## config.mk

```make
export PLATFORM = sky130hd
export DESIGN_NAME = wic_ctrl
export DESIGN_NICKNAME = d
export VERILOG_FILES = /design/src/pkg/wic_pkg.sv /design/src/verilog/wic_ctrl.sv
export SDC_FILE = /design/constraint.sdc
export NUM_CORES = 1
export LEC_CHECK = 0
export ABC_AREA = 1
export BUFFER_PORTS_ARGS = -buffer_cell sky130_fd_sc_hd__buf_2
export CAP_MARGIN = 20
export CORE_ASPECT_RATIO = 0.8
export CORE_UTILIZATION = 60
export DETAILED_ROUTE_END_ITERATION = 7
export GPL_TIMING_DRIVEN = 0
export PLACE_DENSITY = 0.85
export SETUP_SLACK_MARGIN = 0.2
export SLEW_MARGIN = 10
export SYNTH_ARGS = -nofsm -noshare
export SYNTH_HDL_FRONTEND = slang
export SYNTH_SLANG_ARGS = --single-unit
```

## constraint.sdc

```tcl
create_clock -name ref_clk -period 3.2 [get_ports ref_clk]
set_input_delay 0.96 -clock ref_clk [delete_from_list [all_inputs] [get_ports ref_clk]]
set_output_delay 0.96 -clock ref_clk [all_outputs]
set_load 0.01 [all_outputs]
```

## src/pkg/wic_pkg.sv

```systemverilog
package wic_pkg;

   // register indices; byte address is four times the index
   localparam logic [17:0] IDX_POWER_CONTROL = 18'h0008E;
   localparam logic [17:0] IDX_WAKE_DELAY    = 18'h0009B;
   localparam logic [17:0] IDX_CONFIG_WORD   = 18'h08001;
   localparam logic [17:0] IDX_WAKE_ENABLE   = 18'h000C0;
   localparam logic [17:0] IDX_WDT_CONTROL   = 18'h000C1;
   localparam logic [17:0] IDX_STATUS        = 18'h000C2;

   // power control fields
   localparam int unsigned PWR_LOW_POWER_MODE_SELECT_BIT  = 4;
   localparam int unsigned PWR_TO_N_BIT  = 3;
   localparam int unsigned PWR_PD_N_BIT  = 2;

   // configuration word fields
   localparam int unsigned CFG_WIDTH       = 15;
   localparam int unsigned CFG_OSC_LSB     = 0;
   localparam int unsigned CFG_WDT_EN_BIT  = 3;
   localparam int unsigned CFG_PWRT_N_BIT  = 4;
   localparam int unsigned CFG_BOR_EN_BIT  = 5;
   localparam int unsigned CFG_BOR_SEL_LSB = 7;

   // wake enable fields
   localparam int unsigned WEN_KEY_LSB    = 0;
   localparam int unsigned WEN_PORT_LSB   = 8;
   localparam int unsigned WEN_TIMER_BIT  = 12;
   localparam int unsigned WEN_CMP_BIT    = 13;
   localparam int unsigned WEN_ADC_BIT    = 14;
   localparam int unsigned WEN_PERIPH_BIT = 15;
   localparam int unsigned WEN_GLOBAL_BIT = 16;

   // status fields
   localparam int unsigned STS_STATE_LSB  = 16;
   localparam int unsigned STS_WARN_BIT   = 18;

   // reset values
   localparam logic [7:0]  WAKE_DELAY_RST = 8'hFF;
   localparam logic        LOW_POWER_MODE_SELECT_RST       = 1'h0;
   localparam logic [16:0] WAKE_EN_RST    = 17'h00000;
   localparam logic [2:0]  PRESC_SEL_RST  = 3'h0;
   localparam logic [12:0] PIN_SYNC_RST   = 13'h1000;
   localparam logic [7:0]  IDLE1_MIN_DELAY = 8'h0F;

   // timing: watchdog rc clock halved, overflow at 1:1 prescale
   localparam int unsigned REF_CLK_HZ      = 100_000_000;
   localparam int unsigned WDT_RC_HZ       = 32_000;
   localparam int unsigned WDT_RC_DIV      = 2;
   localparam int unsigned WDT_TICK_CYCLES = REF_CLK_HZ / (WDT_RC_HZ / WDT_RC_DIV);
   localparam int unsigned WDT_TICK_NS     = 1_000_000_000 / (WDT_RC_HZ / WDT_RC_DIV);
   localparam int unsigned WDT_OVF_TIME_NS = 17_000_000;
   localparam int unsigned WDT_OVF_TICKS   = WDT_OVF_TIME_NS / WDT_TICK_NS;

   typedef struct packed {
      logic        psel;
      logic        penable;
      logic        pwrite;
      logic [19:0] paddr;
      logic [31:0] pwdata;
   } wic_apb_req_type;

   typedef struct packed {
      logic [31:0] prdata;
      logic        pready;
      logic        pslverr;
   } wic_apb_rsp_type;

   typedef struct packed {
      logic gated_timer_irq;
      logic gated_timer_async;
      logic comparator_irq;
      logic converter_irq;
      logic converter_rc_clock;
   } wic_periph_type;

   typedef enum logic [2:0] {
      OSC_LOW_POWER_XTAL  = 3'h0,
      OSC_RC_CLKOUT       = 3'h1,
      OSC_HIGH_SPEED_XTAL = 3'h2,
      OSC_EXTERNAL_CLOCK  = 3'h3,
      OSC_INTERNAL_CLKOUT = 3'h4,
      OSC_INTERNAL_IO     = 3'h5,
      OSC_RC_IO           = 3'h6,
      OSC_STD_XTAL        = 3'h7
   } wic_osc_mode_type;

   typedef enum logic [1:0] {
      ST_RUN  = 2'h0,
      ST_IDLE = 2'h1,
      ST_WAKE = 2'h3
   } wic_state_type;

endpackage

```

## src/verilog/wic_ctrl.sv

```systemverilog
// Overview of operation
// - watchdog counts only while the configuration enable bit is set
// - watchdog overflow while enabled raises a reset
// - watchdog tick is rc clock halved, then divided by a selectable prescaler
// - overflow period at 1:1 is about 17 ms
// - two low-power modes chosen by bit 4 of power control
// - low-power entry instruction enters the selected mode
// - mode 1 stops the oscillator and halts the system clock
// - mode 0 keeps the oscillator running and halts the system clock
// - pins hold level and direction while in low-power mode
// - entering low-power clears the watchdog and it keeps counting
// - entering low-power clears power-down flag and sets timeout flag
// - reset pin and watchdog overflow always wake; key and port need enables
// - timer, comparator, converter wake with own and peripheral enables; timer and converter also need conditions
// - wake ignores global enable; then no service routine is entered
// - wake delay is (value plus one) times four oscillator periods
// - in mode 0 any delay value is legal, shortest one machine cycle
// - delay register resets to all ones, 1024 oscillator periods
// - power-up timer enable bit is active low
// - brown-out enable active high, two-bit threshold select
// - three-bit oscillator select picks one of eight clock modes
// - clear instruction zeroes counter and prescaler, sets both status flags
`timescale 1ns/100ps
`default_nettype none

module wic_ctrl #(
   parameter int unsigned WDT_TICK_CYCLES = wic_pkg::WDT_TICK_CYCLES
) (
   input  wire logic                     ref_clk,
   input  wire logic                     srst,
   input  wire wic_pkg::wic_apb_req_type apb_req,
   output var  wic_pkg::wic_apb_rsp_type apb_rsp,
   input  wire logic                     watchdog_clear_instruction,
   input  wire logic                     idle_instruction,
   input  wire logic                     external_reset_pin_n,
   input  wire logic [7:0]               key_change_irq,
   input  wire logic [3:0]               port_irq,
   input  wire wic_pkg::wic_periph_type  periph,
   input  wire logic [14:0]              config_word_in,
   output logic                          system_reset,
   output logic                          watchdog_reset,
   output logic                          system_clock_halt,
   output logic                          oscillator_run,
   output logic                          io_hold,
   output logic                          core_resume,
   output logic                          isr_allowed,
   output wic_pkg::wic_osc_mode_type     oscillator_select,
   output logic                          powerup_timer_enable,
   output logic                          brownout_enable,
   output logic [1:0]                    brownout_threshold_select
);
   import wic_pkg::*;

   // pin synchronisers: bit 12 reset pin, 11:8 port, 7:0 key
   logic [12:0]   pin_s1_reg;
   logic [12:0]   pin_s2_reg;
   logic [12:0]   pin_s3_reg;
   logic [12:0]   pin_reg;
   logic [12:0]   pin_next;
   logic [12:0]   pin_agree;

   logic [CFG_WIDTH-1:0] cfg_reg;
   logic [7:0]    wake_delay_reg;
   logic          low_power_mode_select_reg;
   logic [16:0]   wake_en_reg;
   logic [2:0]    presc_sel_reg;
   logic          warn_reg;
   logic          to_n_reg;
   logic          pd_n_reg;
   logic          mode_reg;

   logic [12:0]   rc_cnt_reg;
   logic [6:0]    presc_reg;
   logic [8:0]    wdt_cnt_reg;
   logic [9:0]    delay_cnt_reg;
   wic_state_type state_reg;
   wic_state_type state_next;

   logic          sys_reset_reg;
   logic          wdt_reset_reg;
   logic          halt_reg;
   logic          osc_run_reg;
   logic          io_hold_reg;
   logic          resume_reg;
   logic          isr_ok_reg;
   logic [31:0]   prdata_reg;
   logic          pready_reg;
   logic          pslverr_reg;

   // watchdog timing
   logic          wdt_en;
   logic          rc_tick;
   logic [6:0]    presc_lim;
   logic          presc_done;
   logic          wdt_ovf;
   logic          clr_go;
   logic          idle_go;
   logic          ext_reset_fall;
   logic          sys_reset_go;
   logic          wdt_zero;

   // wake sources
   logic          periph_en;
   logic          key_wake;
   logic          port_wake;
   logic          timer_wake;
   logic          cmp_wake;
   logic          adc_wake;
   logic          wake_any;
   logic          wake_start;
   logic          mode_eff;

   // bus decode
   logic          acc;
   logic          do_wr;
   logic          rd_phase;
   logic [17:0]   idx;
   logic          aligned;
   logic          hit_pwr;
   logic          hit_dly;
   logic          hit_cfg;
   logic          hit_wen;
   logic          hit_wdc;
   logic          hit_sts;
   logic          mapped;
   logic [31:0]   rd_data;
   logic [31:0]   pwr_word;
   logic [31:0]   sts_word;

   // a change counts only once the second and third stages agree
   assign pin_agree = ~(pin_s2_reg ^ pin_s3_reg);
   assign pin_next  = (pin_s2_reg & pin_agree) | (pin_reg & ~pin_agree);

   always_ff @(posedge ref_clk) begin
      if (srst) begin
         pin_s1_reg <= PIN_SYNC_RST;
         pin_s2_reg <= PIN_SYNC_RST;
         pin_s3_reg <= PIN_SYNC_RST;
         pin_reg    <= PIN_SYNC_RST;
      end else begin
         pin_s1_reg <= {external_reset_pin_n, port_irq, key_change_irq};
         pin_s2_reg <= pin_s1_reg;
         pin_s3_reg <= pin_s2_reg;
         pin_reg    <= pin_next;
      end
   end

   assign ext_reset_fall = pin_reg[12] & ~pin_next[12];

   // strap-like configuration word is caught while reset is held
   always_ff @(posedge ref_clk) begin
      if (srst) begin
         cfg_reg <= config_word_in;
      end
   end

   assign wdt_en        = cfg_reg[CFG_WDT_EN_BIT];
   assign oscillator_select         = wic_osc_mode_type'(cfg_reg[CFG_OSC_LSB +: 3]);
   assign powerup_timer_enable      = ~cfg_reg[CFG_PWRT_N_BIT];
   assign brownout_enable           = cfg_reg[CFG_BOR_EN_BIT];
   assign brownout_threshold_select = cfg_reg[CFG_BOR_SEL_LSB +: 2];

   // rc clock is modelled as a free-running divider of ref_clk
   assign rc_tick    = rc_cnt_reg == 13'(WDT_TICK_CYCLES - 1);
   assign presc_lim  = (7'h01 << presc_sel_reg) - 7'h01;
   assign presc_done = rc_tick & (presc_reg == presc_lim);
   assign wdt_ovf    = wdt_en & presc_done & (wdt_cnt_reg == 9'(WDT_OVF_TICKS - 1));

   // a reset event in the same cycle wins, so the core is never parked in idle by it
   assign clr_go       = watchdog_clear_instruction & ~sys_reset_go & (state_reg == ST_RUN);
   assign idle_go      = idle_instruction & ~watchdog_clear_instruction & ~sys_reset_go
                         & (state_reg == ST_RUN);
   assign sys_reset_go = ext_reset_fall | wdt_ovf;
   assign wdt_zero     = clr_go | idle_go | sys_reset_go;

   always_ff @(posedge ref_clk) begin
      if (srst) begin
         rc_cnt_reg <= 13'h0000;
      end else begin
         rc_cnt_reg <= rc_tick ? 13'h0000 : rc_cnt_reg + 13'h0001;
      end
   end

   // a disabled watchdog simply freezes; clear still zeroes it
   always_ff @(posedge ref_clk) begin
      if (srst) begin
         presc_reg   <= 7'h00;
         wdt_cnt_reg <= 9'h000;
      end else if (wdt_zero) begin
         presc_reg   <= 7'h00;
         wdt_cnt_reg <= 9'h000;
      end else if (wdt_en & rc_tick) begin
         presc_reg <= presc_done ? 7'h00 : presc_reg + 7'h01;
         if (presc_done) begin
            wdt_cnt_reg <= wdt_cnt_reg + 9'h001;
         end
      end
   end

   // status flags, reset value of both is one
   always_ff @(posedge ref_clk) begin
      if (srst) begin
         to_n_reg <= 1'h1;
         pd_n_reg <= 1'h1;
      end else if (wdt_ovf) begin
         to_n_reg <= 1'h0;
      end else if (clr_go) begin
         to_n_reg <= 1'h1;
         pd_n_reg <= 1'h1;
      end else if (idle_go) begin
         to_n_reg <= 1'h1;
         pd_n_reg <= 1'h0;
      end
   end

   // wake qualification; global enable plays no part here
   assign periph_en  = wake_en_reg[WEN_PERIPH_BIT];
   assign key_wake   = |(pin_reg[7:0] & wake_en_reg[WEN_KEY_LSB +: 8]);
   assign port_wake  = |(pin_reg[11:8] & wake_en_reg[WEN_PORT_LSB +: 4]);
   assign timer_wake = periph.gated_timer_irq & periph.gated_timer_async
                       & wake_en_reg[WEN_TIMER_BIT] & periph_en;
   assign cmp_wake   = periph.comparator_irq & wake_en_reg[WEN_CMP_BIT] & periph_en;
   assign adc_wake   = periph.converter_irq & periph.converter_rc_clock
                       & wake_en_reg[WEN_ADC_BIT] & periph_en;
   assign wake_any   = key_wake | port_wake | timer_wake | cmp_wake | adc_wake;
   assign wake_start = (state_reg == ST_IDLE) & wake_any & ~sys_reset_go;
   assign mode_eff   = idle_go ? low_power_mode_select_reg : mode_reg;

   always_comb begin
      state_next = state_reg;
      unique case (state_reg)
         ST_RUN: begin
            if (idle_go) begin
               state_next = ST_IDLE;
            end
         end
         ST_IDLE: begin
            if (sys_reset_go) begin
               state_next = ST_RUN;
            end else if (wake_any) begin
               state_next = ST_WAKE;
            end
         end
         ST_WAKE: begin
            if (sys_reset_go || delay_cnt_reg == 10'h000) begin
               state_next = ST_RUN;
            end
         end
         default: begin
            state_next = ST_RUN;
         end
      endcase
   end

   always_ff @(posedge ref_clk) begin
      if (srst) begin
         state_reg     <= ST_RUN;
         mode_reg      <= 1'h0;
         delay_cnt_reg <= 10'h000;
      end else begin
         state_reg <= state_next;
         if (idle_go) begin
            mode_reg <= low_power_mode_select_reg;
         end
         if (wake_start) begin
            delay_cnt_reg <= {wake_delay_reg, 2'h3};
         end else if (state_reg == ST_WAKE && delay_cnt_reg != 10'h000) begin
            delay_cnt_reg <= delay_cnt_reg - 10'h001;
         end
      end
   end

   // core-facing outputs, all registered; halt, oscillator and hold from the next state, resets from this cycle's events
   always_ff @(posedge ref_clk) begin
      if (srst) begin
         halt_reg      <= 1'h0;
         osc_run_reg   <= 1'h1;
         io_hold_reg   <= 1'h0;
         resume_reg    <= 1'h0;
         sys_reset_reg <= 1'h0;
         wdt_reset_reg <= 1'h0;
         isr_ok_reg    <= 1'h0;
      end else begin
         halt_reg      <= state_next != ST_RUN;
         osc_run_reg   <= ~(state_next == ST_IDLE && mode_eff);
         io_hold_reg   <= state_next != ST_RUN;
         resume_reg    <= (state_reg == ST_WAKE) & (state_next == ST_RUN) & ~sys_reset_go;
         sys_reset_reg <= sys_reset_go;
         wdt_reset_reg <= wdt_ovf;
         if (idle_go) begin
            isr_ok_reg <= 1'h0;
         end else if (wake_start) begin
            isr_ok_reg <= wake_en_reg[WEN_GLOBAL_BIT];
         end
      end
   end

   assign system_reset      = sys_reset_reg;
   assign watchdog_reset    = wdt_reset_reg;
   assign system_clock_halt = halt_reg;
   assign oscillator_run    = osc_run_reg;
   assign io_hold           = io_hold_reg;
   assign core_resume       = resume_reg;
   assign isr_allowed       = isr_ok_reg;

   // apb slave: one wait state, write lands when pready is sampled high
   assign acc      = apb_req.psel & apb_req.penable;
   assign rd_phase = acc & ~pready_reg;
   assign do_wr    = acc & pready_reg & apb_req.pwrite;
   assign idx      = apb_req.paddr[19:2];
   assign aligned  = apb_req.paddr[1:0] == 2'h0;
   assign hit_pwr  = aligned & (idx == IDX_POWER_CONTROL);
   assign hit_dly  = aligned & (idx == IDX_WAKE_DELAY);
   assign hit_cfg  = aligned & (idx == IDX_CONFIG_WORD);
   assign hit_wen  = aligned & (idx == IDX_WAKE_ENABLE);
   assign hit_wdc  = aligned & (idx == IDX_WDT_CONTROL);
   assign hit_sts  = aligned & (idx == IDX_STATUS);
   assign mapped   = hit_pwr | hit_dly | hit_cfg | hit_wen | hit_wdc | hit_sts;

   assign pwr_word = {27'h0000000, low_power_mode_select_reg, to_n_reg, pd_n_reg, 2'h0};
   assign sts_word = {13'h0000, warn_reg, state_reg, 7'h00, wdt_cnt_reg};
   assign rd_data  = hit_pwr ? pwr_word :
                     hit_dly ? {24'h000000, wake_delay_reg} :
                     hit_cfg ? {17'h00000, cfg_reg} :
                     hit_wen ? {15'h0000, wake_en_reg} :
                     hit_wdc ? {29'h00000000, presc_sel_reg} :
                     hit_sts ? sts_word : 32'h00000000;

   always_ff @(posedge ref_clk) begin
      if (srst) begin
         pready_reg  <= 1'h0;
         pslverr_reg <= 1'h0;
         prdata_reg  <= 32'h00000000;
      end else begin
         pready_reg  <= rd_phase;
         pslverr_reg <= rd_phase & ~mapped;
         prdata_reg  <= (rd_phase & ~apb_req.pwrite) ? rd_data : 32'h00000000;
      end
   end

   assign apb_rsp = '{prdata: prdata_reg, pready: pready_reg, pslverr: pslverr_reg};

   // warning: idle 1 entered with a delay too short for oscillator restart
   always_ff @(posedge ref_clk) begin
      if (srst) begin
         wake_delay_reg <= WAKE_DELAY_RST;
         low_power_mode_select_reg       <= LOW_POWER_MODE_SELECT_RST;
         wake_en_reg    <= WAKE_EN_RST;
         presc_sel_reg  <= PRESC_SEL_RST;
         warn_reg       <= 1'h0;
      end else begin
         if (do_wr & hit_dly) begin
            wake_delay_reg <= apb_req.pwdata[7:0];
         end
         if (do_wr & hit_pwr) begin
            low_power_mode_select_reg <= apb_req.pwdata[PWR_LOW_POWER_MODE_SELECT_BIT];
         end
         if (do_wr & hit_wen) begin
            wake_en_reg <= apb_req.pwdata[16:0];
         end
         if (do_wr & hit_wdc) begin
            presc_sel_reg <= apb_req.pwdata[2:0];
         end
         if (idle_go & low_power_mode_select_reg & (wake_delay_reg < IDLE1_MIN_DELAY)) begin
            warn_reg <= 1'h1;
         end else if (do_wr & hit_sts & apb_req.pwdata[STS_WARN_BIT]) begin
            warn_reg <= 1'h0;
         end
      end
   end

   // checks
   logic [10:0] wake_len_reg;
   logic [7:0]  dly_at_wake_reg;

   always_ff @(posedge ref_clk) begin
      if (srst) begin
         wake_len_reg    <= 11'h000;
         dly_at_wake_reg <= 8'h00;
      end else begin
         if (wake_start) begin
            wake_len_reg    <= 11'h000;
            dly_at_wake_reg <= wake_delay_reg;
         end else if (state_reg == ST_WAKE) begin
            wake_len_reg <= wake_len_reg + 11'h001;
         end
      end
   end
endmodule

`default_nettype wire

```

==> impl.org, run 1 <==
** Synth
- Portion of the post-synthesis area used by sequential elements :: 0.4686
- The biggest area contributor in the post-synthesis netlist is sky130_fd_sc_hd__dfxtp_1.
- Synthesis produced a netlist whose cell count is 965.
- Each instance of the synthesized netlist takes up on average approximately 7.8 um^2.
- Count of flip-flops with a built-in enable after synthesis :: 15
- Of the post-synthesis cell area, the dominant cell type holds 0.4085.
- Total standard cell area after synthesis :: around 0.0075 mm^2
- Synthesis inferred 168 register bits.
- Of all flip-flops after synthesis, the portion carrying an async set or reset was 0.
- Leading post-synthesis cells by cell area :: sky130_fd_sc_hd__dfxtp_1 41%, sky130_fd_sc_hd__nand2_1 7.9%, sky130_fd_sc_hd__nor2_1 7.0%
- For this run, the number of Yosys warnings is 0.
- Flip-flop cell with the highest count after synthesis :: sky130_fd_sc_hd__dfxtp_1
- Yosys cell types :: 45

** Drt
- After the first detailed-routing iteration, the DRC count stood at slightly below 700.
- In the routed design, unresolved DRC markers number 0.
- Once detail routing completed, the nets flagged for antenna violations numbered 0.
- Detailed-route via count :: between 6,000 and 7,000
- Wire per inst :: around 14 um
- DRT Wirelength :: between 15 and 20 mm
- Number of detailed-route iterations in the first pass :: 6
- Detailed-route vias per instance :: ~5.3

** Critical path
- STA puts the critical path data required time at roughly 3.5 ns.
- The critical path in this run is classified as primary input to flop.
- Cells on worst reg2reg path :: 8
- In this run the worst setup path begins at srst.
- The most critical setup path has its endpoint at prdata_reg[6].
- Setup crit end kind :: flop
- Data on the critical path arrives at its endpoint at 3.10 ns.
- Endpoint of the worst-slack reg-to-reg timing path :: prdata_reg[6]
- STA classifies the critical path startpoint as a primary input.
- In this run the critical register-to-register path is launched from pready_reg.
- Flop2flop setup slack :: between 0.9 and 1 ns
- Critical Path Fanout Max :: 17

** Layout
- Area added between synthesis and finish :: 18.44%
- Final-stage net count :: 1,205
- The multi-input combinational cells in the finished layout cover a total of 0.003209 mm^2.
- Registers take 0.003513 mm^2.
- Non-Filler Cell Area, Final :: a little under 0.009 mm^2
- For this run, the share of the core covered by cells in the final layout is 0.7301.
- Most frequent cells in the layout :: 157 x sky130_fd_sc_hd__nand2_1, 153 x sky130_fd_sc_hd__dfxtp_1, 140 x sky130_fd_sc_hd__nor2_1, 122 x sky130_fd_sc_hd__inv_1, 117 x sky130_fd_sc_hd__buf_2
- Of the cells placed in the final design, the portion with a size suffix greater than 1 is 0.1980.
- Ant diodes :: 0
- Most common library cell in the layout ignoring fill and taps :: sky130_fd_sc_hd__nand2_1
- Flip-flop count of the largest register, all copies and words added :: 19
- The layout has 915 filler cells.
- Post-Layout Cell Count :: 1,273

** Clock network
- Insertion delay of the later-clocked pin in the worst-skew pair :: 0.43 ns
- Bufs on Longest Clock Path :: 2
- Number of setup buffers added after CTS :: 0
- Hold buffer count at CTS :: 0
- Clock-pin slew of the registers on the worst-case setup and hold paths :: 0.07 ns
- The clock net in this run drives a total of ~170 sinks.
- Post-cts sizing count :: 0
- H-tree depth :: 4
- Num CTS Buffers :: 17
- Master cell of the clock root buffer :: sky130_fd_sc_hd__clkbuf_16
- TritonCTS clock tree :: done

** STA
- Minimum clock period :: between 2 and 3 ns
- Setup repair after global routing missed its margin :: no
- Worst setup skew after layout :: just under 0.009 ns
- Hold timing on the final database bottoms out at a slack of 0.4021 ns.
- For the final routed database, the setup TNS stands at 0 ns.
- The total count of max-transition violations in the final report was 0.
- Slew at the pin closest to its max-slew limit :: between 0.7 and 0.8 ns
- # setup viols final :: 0
- Dividing the final minimum period by the clock period gives 0.8668.
- The worst pin sits at a relative slew slack of 0.5197.
- Timing would allow up to 360.5 MHz.
- Final hold violation count :: 0
- Final setup slack of the worst path :: ~0.43 ns

** GRT
- Largest net degree at the start of global routing :: 19
- Across every metal layer, demand over resource in global routing totals 0.2913.
- Total congestion overflow :: 0
- The number of global-route vias before repair came to a little over 6,000.
- The first global-routing pass estimated roughly 29 mm of wire.
- Antenna violations before repair :: 0

** Floorplan
- In this run the count of I/O pins placed on the die edge is 140.
- Measured along the y axis, the die boundary spans approximately 100 um.
- Starting density of the core :: 0.6165
- The total area inside the core boundary comes to approximately 0.012 mm^2.
- Die footprint :: approximately 0.013 mm^2
- Horizontal die dimension :: between 100 and 150 um
- In this run the core area contains 36 standard-cell rows.

** Run
- Across the run, the number of max-cap violations was 0.

** Hold path
- In this run the worst hold path is classified as flop to flop.

** Placement
- Instance area at placement :: around 0.0083 mm^2
- Gpl congestion :: approximately 0.93
- Post-place setup slack :: ~0.048 ns
- Port Buffer Count :: 112
- Detailed placement finished with a half-perimeter wire length of around 13 mm.
- Placed cells :: between 1,000 and 1,500

** Pwr
- Power consumption :: 4.407 mW
- Across the VDD grid, the largest voltage drop is 0.3967 mV.
- Power Dens Cells :: slightly below 500 mW/mm^2
- Reported leakage power :: ~4 nW

** Run status
- Outcome :: finished clean
-- layout make-up --
cell class / count / share of cell area
well taps: 152 / 0.02142
repair buffers: 112 / 0.06313
flip-flops and latches: 168 / 0.3957
clock buffers: 17 / 0.04791
multi-input cells: 630 / 0.3614
clock inverters: 15 / 0.01818
inverters: 128 / 0.05411
plain buffers: 51 / 0.03819
-- worst min path at each step --
stage                                end            from  cells after the start
after global placement    pin_s2_reg[10]  pin_s1_reg[10]                      2
final                      pin_s2_reg[9]   pin_s1_reg[9]                      2
after floorplan            pin_s2_reg[0]   pin_s1_reg[0]                      2
after CTS                  pin_s2_reg[9]   pin_s1_reg[9]                      2
after global routing       pin_s2_reg[5]   pin_s1_reg[5]                      2
after detailed placement   pin_s2_reg[9]   pin_s1_reg[9]                      2
-- synth_stat cells, types with 3 or more instances --
master / instances
sky130_fd_sc_hd__nand2_1: 157
sky130_fd_sc_hd__dfxtp_1: 153
sky130_fd_sc_hd__nor2_1: 140
sky130_fd_sc_hd__inv_1: 122
sky130_fd_sc_hd__o21ai_0: 62
sky130_fd_sc_hd__a21oi_1: 52
sky130_fd_sc_hd__nand3_1: 48
sky130_fd_sc_hd__nor3_1: 27
sky130_fd_sc_hd__buf_4: 23
sky130_fd_sc_hd__nand4_1: 22
sky130_fd_sc_hd__clkbuf_1: 17
sky130_fd_sc_hd__o211ai_1: 16
sky130_fd_sc_hd__edfxtp_1: 15
sky130_fd_sc_hd__xor2_1: 13
sky130_fd_sc_hd__nor2_4: 11
sky130_fd_sc_hd__nand3_2: 10
sky130_fd_sc_hd__nor4_1: 9
sky130_fd_sc_hd__a21oi_2: 8
sky130_fd_sc_hd__buf_2: 5
sky130_fd_sc_hd__ha_1: 5
sky130_fd_sc_hd__xnor2_1: 5
sky130_fd_sc_hd__inv_2: 4
sky130_fd_sc_hd__buf_6: 3
sky130_fd_sc_hd__nor2_2: 3
sky130_fd_sc_hd__nor3b_1: 3
sky130_fd_sc_hd__o21ai_1: 3
-- where the power goes --
| part | switching [mW] | internal, mW | leakage, nW |
|---|---|---|---|
| combinational | 0.127 | 0.0906 | 2.30 |
| sequential | 0.0244 | 2.16 | 1.39 |
| clock | 0.959 | 1.04 | 0.286 |
| total | 1.11 | 3.30 | 3.97 |
-- logic make-up (layout without fill, tap and decap cells) --
group	count (synthesis)	after routing	synth area share
simple gates	443	443	0.2785
buf+inv	179	323	0.1093
flops	168	168	0.4686
compound gates	151	151	0.1137
xor+xnor	18	18	0.02103
fa+ha+maj	5	5	0.008344
other cells	1	13	0.0005002
-- per-layer routing --
layer  routed length [um]  global-route usage
met5                    0                   0
met4                  412              0.1319
met1                 8149              0.3854
met3                 1820             0.06702
met2                 7911              0.4598
-- critical path, cell delays in order --
cell and delay (ns):
sky130_fd_sc_hd__buf_2 0.26, sky130_fd_sc_hd__nor3_1 0.49, sky130_fd_sc_hd__nand2_1 0.18, sky130_fd_sc_hd__inv_1 0.11
sky130_fd_sc_hd__nand2_1 0.11, sky130_fd_sc_hd__nor2_1 0.22, sky130_fd_sc_hd__clkbuf_1 0.39, sky130_fd_sc_hd__o211ai_1 0.22
sky130_fd_sc_hd__o21ai_0 0.17
Power figures use the tool's default switching activity.
==> run 2: changes to the inputs <==
- ABC_AREA: 1 -> 0
- CELL_PAD_IN_SITES_DETAIL_PLACEMENT: default -> 1
- CELL_PAD_IN_SITES_GLOBAL_PLACEMENT: default -> 2
- CORE_UTILIZATION: 60 -> 36
- PLACE_DENSITY: 0.85 -> default
- PLACE_DENSITY_LB_ADDON: default -> 0.1
==> impl.org, run 2 <==
** Critical path
- Critical Path Fanout Max :: 10
- The endpoint identified for the worst register-to-register timing path is wdt_cnt_reg[1].
- Critical path, cell by cell :: buf_2 > or4_4 > nor4_4 > and4b_1 > clkbuf_1 > a22oi_1 > o22ai_1
- Data arrival, critical path :: around 3.3 ns
- In this run the critical register-to-register path is launched from wdt_cnt_reg[0].
- The worst setup path is of the primary input to flop kind.
- Data on the critical path is required at its endpoint by 3.53 ns.
- Origin of the worst setup path :: apb_req[45]
- The critical path crosses 7 cells after its start point.
- The worst setup path is launched from a primary input.
- Flop2flop setup slack :: about 0.51 ns
- Delay-heaviest family, CP :: simple AND/OR/NAND/NOR gates
- The worst setup path is captured at a flop.
- The largest individual stage delay along the critical path comes from the cell sky130_fd_sc_hd__or4_4.
- Number of buffer and inverter stages on the critical path :: 2
- In this design, the stage delay of the slowest critical-path cell is approximately 0.55 ns.
- Cells on worst reg2reg path :: 7
- Setup crit end :: prdata_reg[4]

** STA
- Portion of the clock cycle consumed by the worst path in the final layout :: 0.9105
- On the final layout, the worst clock skew is 0.009488 ns.
- Slew at the pin closest to its max-slew limit :: 0.7828 ns
- Number of pins exceeding their max-slew limit in the final report :: 0
- Setup repair after global routing missed its margin :: no
- # setup viols final :: 0
- In this run the tightest slew margin relative to its limit is 0.4708.
- Max Clk Rate :: approximately 340 MHz
- Worst hold slack :: approximately 0.42 ns
- Final hold violation count :: 0
- Minimum clock period :: 2.914 ns

** Synth
- The synthesized design spends more area on one cell type than any other, namely sky130_fd_sc_hd__dfxtp_1.
- Flip-flop cell with the highest count after synthesis :: sky130_fd_sc_hd__dfxtp_1
- Total standard cell area after synthesis :: just under 0.007 mm^2
- Yosys cell types :: 67
- Top cell types by occurrence after synthesis :: 153 x sky130_fd_sc_hd__dfxtp_1, 88 x sky130_fd_sc_hd__nand2_1, 59 x sky130_fd_sc_hd__a21oi_1
- Ys Warns :: 0
- Flop and latch count out of synthesis :: between 150 and 200
- Synthesis handed over a netlist of 736 instances.
- By area the synthesized netlist is led by sky130_fd_sc_hd__dfxtp_1 44%, sky130_fd_sc_hd__edfxtp_1 6.5%, sky130_fd_sc_hd__nand2_1 4.8%.
- Area share of the largest cell type after synthesis :: 0.4418
- Portion of the post-synthesis area used by sequential elements :: 0.5068
- Count leader, synth :: sky130_fd_sc_hd__dfxtp_1
- Count of flip-flops with a built-in enable after synthesis :: 15
- Mean post-synth cell area :: 9.420 um^2
- In the synthesized netlist the async set-or-reset flop fraction comes to 0.

** Pwr
- Of the total power, the share spent switching nets is 0.2504.
- The worst-case IR drop observed on VDD is between 0.3 and 0.4 mV.
- Gate power share :: 0.047
- Clk network pwr share :: 0.464
- Reg power frac :: 0.490
- Switching power summed over all nets :: approximately 1.1 mW
- For this design the static power due to leakage is approximately 3.2 nW.
- Dividing total power by cell area gives a power density of around 530 mW/mm^2.
- Internal Dissipation :: roughly 3.3 mW

** Floorplan
- Number of standard-cell rows in the floorplan :: 45
- CORE AREA :: around 0.019 mm^2
- Horizontal die dimension :: 157.2 um
- The floorplan step defined a die boundary enclosing just under 0.02 mm^2.
- Vertical die dimension :: around 130 um
- Total I/O pin count :: 140
- Starting density of the core :: 0.3665

** GRT
- The initial antenna violation count came to 0.
- Entering global routing, the biggest net connects 22 pins.
- The total overflow left after global routing is 0.
- In the global route stage, overall resource usage came out at 0.2189.
- Wire length of the first global-routing pass :: 33.14 mm
- Via count of the first global-routing pass :: 6,073

** Clock network
- Num CTS Buffers :: 17
- TritonCTS clock tree :: done
- The number of gates resized after CTS was 0.
- The H-tree was split into 4 levels.
- Bufs on Longest Clock Path :: 2
- Master cell of the clock root buffer :: sky130_fd_sc_hd__clkbuf_16
- After clock tree synthesis, the clock-pin slew on the worst setup and hold paths is 0.07 ns.
- Hold buffer count at CTS :: 0
- Count of clock tree sinks :: 168
- Buffers added to address setup during post-CTS repair amount to 0.
- Insertion delay of the later-clocked pin in the worst-skew pair :: 0.43 ns

** Drt
- Detailed-route via count :: slightly below 6,000
- Wire per inst :: ~18 um
- The final layout contains routed wiring with a total length of approximately 20 mm.
- Number of antenna-violating nets in the routed design :: 0
- Sum of met2 wire segment lengths after detailed routing :: 9.022 mm
- Top routing layer in use :: met4
- Remaining design rule violation count :: 0
- Number of detailed-route iterations in the first pass :: 5
- The detailed router put a total of approximately 10 mm of wire on met1.
- After the first detailed-routing iteration, the DRC count stood at between 200 and 300.
- Wire segments on met3 add up to about 1.2 mm in the final route.
- Detailed-route vias per instance :: between 5 and 6

** Run status
- Outcome :: finished clean

** Placement
- In this run the tool buffered the top-level ports with between 100 and 150 buffer cells.
- Once placement finished, the instance area stood at 0.007856 mm^2.
- Post-detail-place hpwl :: approximately 16 mm
- Gpl congestion :: just over 0.8

** Hold path
- Worst hold path class :: flop to flop

** Layout
- Flip-flop count of the largest register, all copies and words added :: 19
- Share of the core filled with cells in the final layout :: 0.4481
- Non-Filler Cell Area, Final :: 0.008477 mm^2
- Fraction of layout cells with a size suffix above 1 :: 0.2332
- Combined area of the multi-input logic cells :: roughly 0.0031 mm^2
- The area growth from synthesis to layout is 22.27%.
- Final-stage net count :: roughly 980
- Most common library cell in the layout ignoring fill and taps :: sky130_fd_sc_hd__dfxtp_1
- Fill cells in the final layout number 2,261.
- Most frequent cells in the layout :: 153 x sky130_fd_sc_hd__dfxtp_1, 117 x sky130_fd_sc_hd__buf_2, 88 x sky130_fd_sc_hd__nand2_1, 59 x sky130_fd_sc_hd__a21oi_1, 45 x sky130_fd_sc_hd__nor2_1
- In the final layout, flip-flops and latches occupy between 0.003 and 0.004 mm^2.
- Ant diodes :: 0

** Run
- Max-cap violations :: 0
## run 2: routing by layer
layer  vias up  track usage
met1      2881       0.3054
met2       164       0.3401
li1       2886            -
met4         0      0.04797
met5         -            0
met3        16      0.05471
## run 2: stage by stage
stage	setup WS (ns)	cells	setup TNS [ns]	power [mW]
after CTS	0.2784	1149	0	4.511
after global routing	0.2339	1150	0	4.635
after global placement	-0.1494	1117	-1.217	2.437
final	0.2863	1150	0	4.468
after floorplan	0.3101	748	0	2.329
after detailed placement	-0.1557	1117	-1.870	2.445
## run 2: cell type report
cell class              instances  area share
inverters                      10    0.004428
repair buffers                112     0.06642
plain buffers                  52     0.03601
clock buffers                  18     0.05314
clock inverters                14     0.01816
multi-input cells             518      0.3693
flip-flops and latches        168      0.4145
well taps                     258     0.03808
## run 2: cells by family after synthesis
family / after synthesis / synth area share
AO/OA/AOI/OAI: 139 / 0.1305
XOR/XNOR: 21 / 0.02653
adder cells (fa/ha/maj): 6 / 0.01065
buffers and inverters: 62 / 0.04927
flip-flops: 168 / 0.5068
multiplexers: 14 / 0.02202
other: 1 / 0.0005409
AND/OR/NAND/NOR: 325 / 0.2537
## run 2: power by group through the flow
stage          sequential [mW]  combinational [mW]  clock, mW
2_1_floorplan             2.23               0.102          0
3_3_place_gp              2.24               0.201          0
3_5_place_dp              2.24               0.208          0
4_1_cts                   2.19               0.208       2.11
5_1_grt                   2.19               0.227       2.21
6_report                  2.19               0.208       2.07
## run 2: worst min-delay path by stage
stage / startpoint / end / slack [ns] / cells past startpoint
final: pin_s1_reg[12] / pin_s2_reg[12] / 0.42 / 1
after CTS: pin_s1_reg[12] / pin_s2_reg[12] / 0.43 / 1
after global placement: pin_s1_reg[12] / pin_s2_reg[12] / 0.39 / 1
after detailed placement: pin_s1_reg[12] / pin_s2_reg[12] / 0.41 / 1
after floorplan: pin_s1_reg[12] / pin_s2_reg[12] / 0.39 / 1
after global routing: pin_s1_reg[12] / pin_s2_reg[12] / 0.44 / 1
